## src/common/svm_cfg.svh

```systemverilog
// Offsets, bit positions, reset values and timing counts of the supply monitor.
// Assumes a 100 MHz core clock and a 32-bit register port with word offsets.
`ifndef SVM_CFG_SVH
`define SVM_CFG_SVH

// ***********************************************
// Register offsets
// ***********************************************
`define SVM_OFS_CTRL 8'h00
`define SVM_OFS_STAT 8'h04
`define SVM_OFS_IEN 8'h08
`define SVM_OFS_ICLR 8'h0c

// ***********************************************
// Control register fields
// ***********************************************
`define SVM_BIT_ENABLE 0
`define SVM_BIT_IRQ_EN 1
`define SVM_BIT_LEVEL 2
`define SVM_BIT_CROSS 3
`define SVM_BIT_ACTIVE 4

// ***********************************************
// Event status fields
// ***********************************************
`define SVM_EV_FALL 0
`define SVM_EV_RISE 1
`define SVM_EV_READY 2
`define SVM_EV_W 3

// ***********************************************
// Reset values and timing
// ***********************************************
`define SVM_RST_CTRL 32'h0000_0000
`define SVM_RST_IEN 3'h0
`define SVM_CLK_MHZ 100
`define SVM_SETTLE_US 100
`define SVM_SETTLE_CYC (`SVM_SETTLE_US * `SVM_CLK_MHZ)

`endif

```

## src/common/svm_pkg.sv

```systemverilog
// Types shared by the supply monitor files.
// Assumes nothing beyond the constants header.
package svm_pkg;
   typedef enum logic [1:0] {SVM_OFF, SVM_SETTLE, SVM_ACTIVE} svm_state_t;
endpackage

```

## src/rtl/svm_top.sv

```systemverilog
// Supply voltage monitor: level and crossing flags, settle delay, shared irq.
// Assumes an asynchronous comparator input and a one-cycle-latency register port.
`timescale 1ns/100ps
`include "svm_cfg.svh"

// How it works
// - Monitoring becomes usable only after the settle delay counted from setting enable.
// - A fall below the falling threshold clears the level flag and sets the crossing flag.
// - A rise above the rising threshold sets the level flag and sets the crossing flag.
// - With the irq enable set, every level flag change sets the crossing flag and requests irq.
// - Acknowledging the irq leaves the crossing flag set; only software clears it.
// - Writing 0 to the crossing flag clears it, writing 1 leaves it unchanged.
// - Reads return the current level flag so software can tell drop from rise.
// - The irq is merged with the watchdog and oscillation-stop requests on one vector.
module svm_top #(
   parameter int SETTLE_CYC = `SVM_SETTLE_CYC
) (
   // Clock and reset
   input wire logic core_clk,
   input wire logic resetn,
   // Register port
   input wire logic [7:0] reg_addr,
   input wire logic [31:0] reg_wdata,
   input wire logic reg_wr,
   input wire logic reg_rd,
   output logic [31:0] reg_rdata,
   // Comparator and shared vector sources
   input wire logic supply_above,
   input wire logic wdt_irq,
   input wire logic osc_stop_irq,
   input wire logic vector_ack,
   // Interrupts
   output logic irq,
   output logic shared_irq
);
   // ***********************************************
   // Synchroniser and state
   // ***********************************************
   logic cmp_sync;
   logic monitor_enable;
   logic crossing_irq_enable;
   logic supply_level_flag;
   logic crossing_flag;
   logic [$clog2(SETTLE_CYC+1)-1:0] settle_cnt;
   svm_pkg::svm_state_t state;
   logic active;
   logic rise;
   logic fall;
   logic change;
   logic wr_ctrl;
   logic [`SVM_EV_W-1:0] ev_stat;
   logic [`SVM_EV_W-1:0] ev_en;
   logic [`SVM_EV_W-1:0] ev_set;
   logic ready_pulse;
   // Literal cannot be bit-selected, so the reset word is held as a constant
   localparam logic [31:0] RST_CTRL = `SVM_RST_CTRL;
   logic [$clog2(SETTLE_CYC+3)-1:0] chk_en_cnt;

   svm_sync u_sync (
      .core_clk(core_clk),
      .resetn(resetn),
      .async_in(supply_above),
      .sync_out(cmp_sync)
   );

   assign active = (state == svm_pkg::SVM_ACTIVE);
   assign rise = active && cmp_sync && !supply_level_flag;
   assign fall = active && !cmp_sync && supply_level_flag;
   assign change = rise || fall;
   assign wr_ctrl = reg_wr && (reg_addr == `SVM_OFS_CTRL);

   // ***********************************************
   // Settle delay
   // ***********************************************
   always_ff @(posedge core_clk) begin
      if (!resetn) begin
         state <= svm_pkg::SVM_OFF;
         settle_cnt <= '0;
         ready_pulse <= 1'b0;
      end else begin
         ready_pulse <= 1'b0;
         unique case (state)
            svm_pkg::SVM_OFF: begin
               if (monitor_enable) begin
                  state <= svm_pkg::SVM_SETTLE;
                  settle_cnt <= $bits(settle_cnt)'(SETTLE_CYC - 1);
               end
            end
            svm_pkg::SVM_SETTLE: begin
               if (!monitor_enable) begin
                  state <= svm_pkg::SVM_OFF;
               end else if (settle_cnt == '0) begin
                  state <= svm_pkg::SVM_ACTIVE;
                  ready_pulse <= 1'b1;
               end else begin
                  settle_cnt <= settle_cnt - 1'b1;
               end
            end
            svm_pkg::SVM_ACTIVE: begin
               if (!monitor_enable) begin
                  state <= svm_pkg::SVM_OFF;
               end
            end
         endcase
      end
   end

   // ***********************************************
   // Control bits
   // ***********************************************
   always_ff @(posedge core_clk) begin
      if (!resetn) begin
         monitor_enable <= RST_CTRL[`SVM_BIT_ENABLE];
         crossing_irq_enable <= RST_CTRL[`SVM_BIT_IRQ_EN];
      end else if (wr_ctrl) begin
         monitor_enable <= reg_wdata[`SVM_BIT_ENABLE];
         crossing_irq_enable <= reg_wdata[`SVM_BIT_IRQ_EN];
      end
   end

   // ***********************************************
   // Level and crossing flags
   // ***********************************************
   // Level flag tracks the comparator only once active; powers up low
   always_ff @(posedge core_clk) begin
      if (!resetn) begin
         supply_level_flag <= RST_CTRL[`SVM_BIT_LEVEL];
      end else if (rise) begin
         supply_level_flag <= 1'b1;
      end else if (fall) begin
         supply_level_flag <= 1'b0;
      end
   end

   // Set wins over a same-cycle software clear; ack has no effect
   always_ff @(posedge core_clk) begin
      if (!resetn) begin
         crossing_flag <= RST_CTRL[`SVM_BIT_CROSS];
      end else if (change) begin
         crossing_flag <= 1'b1;
      end else if (wr_ctrl && !reg_wdata[`SVM_BIT_CROSS]) begin
         crossing_flag <= 1'b0;
      end
   end

   // ***********************************************
   // Event status, enable and clear
   // ***********************************************
   assign ev_set = {ready_pulse, rise, fall};

   always_ff @(posedge core_clk) begin
      if (!resetn) begin
         ev_en <= `SVM_RST_IEN;
      end else if (reg_wr && reg_addr == `SVM_OFS_IEN) begin
         ev_en <= reg_wdata[`SVM_EV_W-1:0];
      end
   end

   always_ff @(posedge core_clk) begin
      if (!resetn) begin
         ev_stat <= '0;
      end else if (reg_wr && reg_addr == `SVM_OFS_ICLR) begin
         ev_stat <= (ev_stat & ~reg_wdata[`SVM_EV_W-1:0]) | ev_set;
      end else begin
         ev_stat <= ev_stat | ev_set;
      end
   end

   // ***********************************************
   // Interrupt outputs
   // ***********************************************
   // Crossing request follows the flag so a missed ack cannot lose it
   always_ff @(posedge core_clk) begin
      if (!resetn) begin
         irq <= 1'b0;
         shared_irq <= 1'b0;
      end else begin
         irq <= |(ev_stat & ev_en);
         shared_irq <= (crossing_irq_enable && crossing_flag) || wdt_irq || osc_stop_irq;
      end
   end

   // ***********************************************
   // Read port
   // ***********************************************
   always_ff @(posedge core_clk) begin
      if (!resetn) begin
         reg_rdata <= 32'h0000_0000;
      end else if (reg_rd) begin
         unique case (reg_addr)
            `SVM_OFS_CTRL: begin
               reg_rdata <= 32'h0000_0000;
               reg_rdata[`SVM_BIT_ENABLE] <= monitor_enable;
               reg_rdata[`SVM_BIT_IRQ_EN] <= crossing_irq_enable;
               reg_rdata[`SVM_BIT_LEVEL] <= supply_level_flag;
               reg_rdata[`SVM_BIT_CROSS] <= crossing_flag;
               reg_rdata[`SVM_BIT_ACTIVE] <= active;
            end
            `SVM_OFS_STAT: begin
               reg_rdata <= {{(32-`SVM_EV_W){1'b0}}, ev_stat};
            end
            `SVM_OFS_IEN: begin
               reg_rdata <= {{(32-`SVM_EV_W){1'b0}}, ev_en};
            end
            default: begin
               reg_rdata <= 32'h0000_0000;
            end
         endcase
      end else begin
         reg_rdata <= 32'h0000_0000;
      end
   end

   // ***********************************************
   // Settle length checker
   // ***********************************************
   // Saturating count since enable, so a long settle cannot wrap
   always_ff @(posedge core_clk) begin
      if (!resetn || !monitor_enable) begin
         chk_en_cnt <= '0;
      end else if (chk_en_cnt != $bits(chk_en_cnt)'(SETTLE_CYC + 2)) begin
         chk_en_cnt <= chk_en_cnt + 1'b1;
      end
   end
endmodule

```

## src/rtl/svm_sync.sv

```systemverilog
// Two-stage synchroniser for the asynchronous comparator output.
// Assumes one clock; the first stage is read only by the second.
`timescale 1ns/100ps
module svm_sync (
   // Clock and reset
   input wire logic core_clk,
   input wire logic resetn,
   // Data
   input wire logic async_in,
   output logic sync_out
);
   logic meta;

   always_ff @(posedge core_clk) begin
      if (!resetn) begin
         meta <= 1'b0;
         sync_out <= 1'b0;
      end else begin
         meta <= async_in;
         sync_out <= meta;
      end
   end
endmodule

```

## config.mk

```make
export PLATFORM = sky130hd
export DESIGN_NAME = svm_top
export DESIGN_NICKNAME = d
export VERILOG_FILES = /design/src/common/svm_pkg.sv /design/src/rtl/svm_top.sv /design/src/rtl/svm_sync.sv
export VERILOG_INCLUDE_DIRS = /design/src /design/src/common
export SDC_FILE = /design/constraint.sdc
export NUM_CORES = 1
export LEC_CHECK = 0
export BUFFER_PORTS_ARGS = -buffer_cell sky130_fd_sc_hd__buf_4
export CAP_MARGIN = 20
export CORE_AREA = 2 2 71 73
export CTS_BUF_LIST = sky130_fd_sc_hd__clkbuf_16
export DETAILED_ROUTE_END_ITERATION = 6
export DIE_AREA = 0 0 73 75
export PLACE_DENSITY = 0.74
export SYNTH_ARGS = -nofsm -noshare
export SYNTH_HDL_FRONTEND = slang
export SYNTH_SLANG_ARGS = --single-unit
```

## constraint.sdc

```tcl
create_clock -name core_clk -period 1.65 [get_ports core_clk]
set_input_delay 0.2475 -clock core_clk [delete_from_list [all_inputs] [get_ports core_clk]]
set_output_delay 0.2475 -clock core_clk [all_outputs]
set_load 0.005 [all_outputs]
```

# Word level (Yosys, flattened, before mapping)
# Cells that the tools add are included.
[totals]
ff_bits = 63
[classes]
muxes = 16
bitwise = 5
eq_ne = 10
n_reduce_logical = 26
addsub = 1
[ops]
columns = ["op", "n"]
rows = [
  ["14-bit two-way mux", 3],
  ["14-bit one-hot mux with 2 select lines", 1],
  ["8-bit by 4-bit == test with 1-bit output (second input constant)", 2],
  ["5-bit one-hot mux with 3 select lines", 1],
  ["14-bit zero test", 1],
  ["14-bit by 1-bit subtractor with 14-bit output (second input constant)", 1],
  ["1-bit logical AND", 9],
  ["8-bit by 3-bit == test with 1-bit output (second input constant)", 1],
  ["8-bit zero test", 1],
  ["2-bit two-way mux", 4],
  ["2-bit != test (second input constant)", 4],
  ["3-bit AND", 2],
  ["3-bit bitwise OR", 2],
  ["2-bit one-hot mux with 3 select lines", 1],
  ["3-bit AND reduction", 2],
  ["2-bit nonzero test", 3],
  ["1-bit two-way mux", 5],
  ["4-bit AND reduction", 1],
  ["1-bit zero test", 3],
  ["1-bit logical OR", 3],
  ["3-bit two-way mux", 1],
  ["3-bit != test (second input constant)", 1],
  ["3-bit inverter", 1],
  ["3-bit OR reduction", 1],
  ["4 further kinds", 4],
]

# Depth between registers and ports, before layout
[depth]
ltp_word = 5
mapped_depth = 7

# By module
# A second synthesis with hierarchy kept.
[hier_totals]
hier_cells = 229
hier_area_um2 = 1965.6
[modules_own_cells]
columns = ["module", "n_inst", "seq_area_each_um2", "cells_each", "area_each_um2"]
rows = [
  ["svm_top", 1, 680.7, 225, 1913.1],
  ["svm_sync", 1, 40.0, 4, 52.6],
]

# Worst setup path after synthesis
# Ideal clock, no wire load.
[synth_timing]
path_type = "reg2reg"
from = "register state[1]"
to = "register settle_cnt[4]"
path_slack_ns = -0.122
setup_time_ns = 0.070
arrival_ns = 1.702
required_time_ns = 1.580
stages_incl_launch_ff = 8
cell_sequence = "dfxtp_1 inv_1 ha_1 and2b_1 and4_1 buf_6 or4_1 a21boi_1"
[synth_via]
elab_chain_len = 3
word_cells_on_any_way = 8
classes_between = "4 x eq/ne; 1 x mux; 3 x reduce/logical"
[synth_rtl]
columns = ["item", "line", "source"]
rows = [
  ["from (decl)", "svm_top.sv:45", "svm_pkg::svm_state_t state;"],
  ["from (signal assigned)", "svm_top.sv:77", "state <= svm_pkg::SVM_OFF;"],
  ["from (signal assigned)", "svm_top.sv:85", "state <= svm_pkg::SVM_SETTLE;"],
  ["from (signal assigned)", "svm_top.sv:91", "state <= svm_pkg::SVM_OFF;"],
  ["2-bit by 1-bit == test with 1-bit output or 2-bit zero test (tied branches)", "svm_top.sv:82", "unique case (state)"],
  ["2-bit != test (no source line) or 2-bit nonzero test (tied branches)", "-", ""],
  ["4-bit AND reduction (no source line)", "-", ""],
  ["to (signal assigned)", "svm_top.sv:86", "settle_cnt <= $bits(settle_cnt)'(SETTLE_CYC - 1);"],
  ["to (signal assigned)", "svm_top.sv:96", "settle_cnt <= settle_cnt - 1'b1;"],
  ["to (decl)", "svm_top.sv:44", "logic [$clog2(SETTLE_CYC+1)-1:0] settle_cnt;"],
]
# Parallel ways exist; a longest one is shown, timed or not.
# A chain may end at the register's enable or synchronous reset.

# Worst setup path in the final report
[layout_timing]
from = "register settle_cnt[1]"
to = "register settle_cnt[6]"
[layout_via]
elab_chain_len = 4
word_cells_on_any_way = 7
classes_between = "1 x add/sub; 1 x eq/ne; 3 x mux; 2 x reduce/logical"
[layout_rtl]
columns = ["item", "line", "source"]
rows = [
  ["14-bit by 1-bit subtractor with 14-bit output", "svm_top.sv:96", ""],
  ["14-bit two-way mux", "svm_top.sv:92", "end else if (settle_cnt == '0) begin"],
  ["14-bit two-way mux", "svm_top.sv:90", "if (!monitor_enable) begin"],
  ["14-bit one-hot mux with 2 select lines", "svm_top.sv:82", ""],
]
# Parallel ways exist; a longest one is shown, timed or not. The select of a mux whose other input is x is not followed.

==> run metrics <==
die footprint 0.00548 sq mm; Setup TNS -0.275 ns; GR Layer Usage met1 0.179; Most Used Layer, Global Route met2; clock buffer depth 2; Die Y-Extent 75 um; Post-synth EDFFs 0; DP Cell Count 321; clk_lat worst skew 0.28 ns; core area 0.00466 sq mm; FMAX 584 MHz; initial antenna violation count 0; Cells after Synth 224; Max Cap Viol 0; Critical Path Source Type flip-flop; Clock Skew 0.00350 ns; Total Routing Usage GR 0.166; GPL Wtd Cong 0.806; DRT iter0 DRCs 67; crit path cell chain inv_2, ha_4, nor4b_4, buf_4, and4_4, buf_6, nor4b_1, mux2i_1; CP max stage delay 0.33 ns; Buf/Inv on CP 3; Final Non-Filler Cells 338; Critical Path Fanout Max 8; cell chosen for the clock root clkbuf_16; Initial Util 0.423; grt total ovfl 0; final-report hold violation count 0; Tmin final 1.71 ns; syn_area_per_cell 8.81 sq um; RSZ-0062 raised after global routing yes; I/O Pins 82; hold_ws 0.177 ns; Post-DRT Antenna Nets 0; layout cells sized above 1 0.338; Async SR Flop Fraction 0; Critical Path AT 1.92 ns; Area growth syn-to-layout 32.7%; status finished with violations; critical path class flip-flop to flip-flop; Final setup viols 6; Seq/Total Area, Yosys 0.365; PwrDens 912 mW/mm^2; first-pass GRT wire length 6960 um; drt first pass iters 4; number of global-route vias before repair 1658; # clock sinks 36; wire length per cell 13.3 um; pin count of the biggest net entering global routing 15; violations in the final reports negative setup slack; Final Cycle Share 1.04; Hold Path Class input port to flip-flop; standby leakage power 1.16 nW; M2 GR Usage 0.298; slowest cell on the critical path dfxtp_2; antenna cell count 0; Synth Flop Type dfxtp_1; Filler Cell Count 442; cell family with most CP delay simple AND/OR/NAND/NOR gates; total CTS buffers 5; Yosys reg bits 36; drt total wl 4500 um; CP endpoint kind flip-flop; met3 Resource Use GR 0.0509; DR vias 1746; Yosys warning count 0; Slew Limit Fails 0; detail-routed via count per cell 5.17; H-tree Lvls 2; Clock transition at path regs 0.05 ns; row cnt 25; hpwl dp 3090 um; Die Wd 73 um; fin nets 335; Remaining DRCs 0; Synth cell types 45; port bufs 25; CTS tree built; final worst slack -0.0609 ns; CP required 1.86 ns; Mapped Area 0.00197 sq mm; peak supply drop 498 uV
## sequential cells by signal, indices dropped and copies added, names as in the netlist
name and flops:
state 2, ev_en 3, supply_level_flag 1, u_sync.meta 1
shared_irq 1, reg_rdata 5, settle_cnt 14, crossing_irq_enable 1
crossing_flag 1, u_sync.sync_out 1, irq 1, ready_pulse 1
monitor_enable 1, ev_stat 3
## worst reg2reg max path, delay by kind of cell (launching register included)
| family | cells | cell delay (ns) |
|---|---|---|
| buffers and inverters | 3 | 0.33 |
| adders and majority gates | 1 | 0.15 |
| DFF | 1 | 0.33 |
| muxes | 1 | 0.22 |
| and+or+nand+nor | 3 | 0.61 |
## kinds of logic after synthesis
kind of cell,Yosys count,synth area share
compound gates,41,0.140
xor+xnor,1,0.00444
fa+ha+maj,4,0.0254
buf+inv,42,0.136
flops,36,0.365
mux,15,0.0761
other cells,1,0.00190
simple gates,84,0.252
## path summary, 6_finish.rpt
| check | slack (ns) | cells after the start | to | start |
|---|---|---|---|---|
| setup / recovery | -0.06 | 8 | settle_cnt[6]$_SDFFE_PN0P_ | settle_cnt[1]$_SDFFE_PN0P_ |
| hold / removal | 0.18 | 2 | u_sync.meta$_SDFF_PN0_ | supply_above |
| setup reg to reg | -0.06 | 8 | settle_cnt[6]$_SDFFE_PN0P_ | settle_cnt[1]$_SDFFE_PN0P_ |
| hold reg to reg | 0.43 | 2 | ev_stat[2]$_SDFF_PN0_ | ready_pulse$_SDFF_PN0_ |
## power breakdown
| group | switching [mW] | internal (mW) | leakage, nW |
|---|---|---|---|
| registers | 0.0230 | 0.906 | 0.293 |
| logic | 0.275 | 0.284 | 0.796 |
| clock network | 0.350 | 0.548 | 0.0687 |
| total | 0.648 | 1.74 | 1.16 |
## cells in the final DEF, fill, tap and decap left out, types with 3 or more instances in the layout
cell type	netlist	final
nand3_1	8	7
a21oi_1	13	12
clkbuf_16	0	5
dfxtp_1	36	32
o31ai_1	4	4
conb_1	1	27
and2_1	5	5
inv_2	0	3
nand3b_1	3	3
dfxtp_2	0	4
buf_4	27	57
a211oi_1	4	4
inv_1	8	6
nand2_1	12	11
or3_1	5	5
mux2i_1	15	14
nor2_1	23	23
nor4_1	3	3
o21ai_0	5	5
nor3_1	5	4
a31oi_1	3	3
## layout make-up
class | count | area (sq um) | area share
multi-input cells | 173 | 1200 | 0.460
flip-flops and latches | 36 | 726 | 0.277
repair buffers | 59 | 450 | 0.172
clock buffers | 5 | 125 | 0.0478
well taps | 54 | 67.6 | 0.0258
inverters | 8 | 30.0 | 0.0115
clock inverters | 3 | 15.0 | 0.00574
## through the flow
step / setup WS, ns / instance area (sq um) / util / total power [mW]
after floorplan: -0.00507 / 2090 / - / 1.27
after global placement: -0.0778 / 2300 / 0.494 / 1.41
after detailed placement: -0.0958 / 2300 / 0.494 / 1.43
after CTS: -0.0554 / 2520 / 0.541 / 2.38
after global routing: -0.119 / 2620 / 0.562 / 2.52
final: -0.0609 / 2620 / 0.562 / 2.39
## Yosys cell counts (all sizes together) (6+ instances only)
cell type  number  area, sq um
o21ai           6         33.8
nor2           23         86.3
inv             8         30.0
nand2          12         45.0
nand3           8         40.0
dfxtp          36          721
mux2i          15          150
buf            29          219
or3             7         46.3
a21oi          13         65.1
## metal layers
| layer | up-vias | share of wire |
|---|---|---|
| li1 | 871 | - |
| met5 | - | 0 |
| met2 | 56 | 0.50 |
| met1 | 811 | 0.43 |
| met3 | 8 | 0.059 |
| met4 | 0 | 0.017 |
## what timing repair did
item	in CTS	in global routing
setup endpoints to repair	14	16
gates cloned	0	1
hold endpoints to repair	0	0
hold buffers	0	0
pin swaps	9	9
resized for setup	15	9
buffers inserted	2	6
No activity file was read; power rests on OpenSTA's default activity.
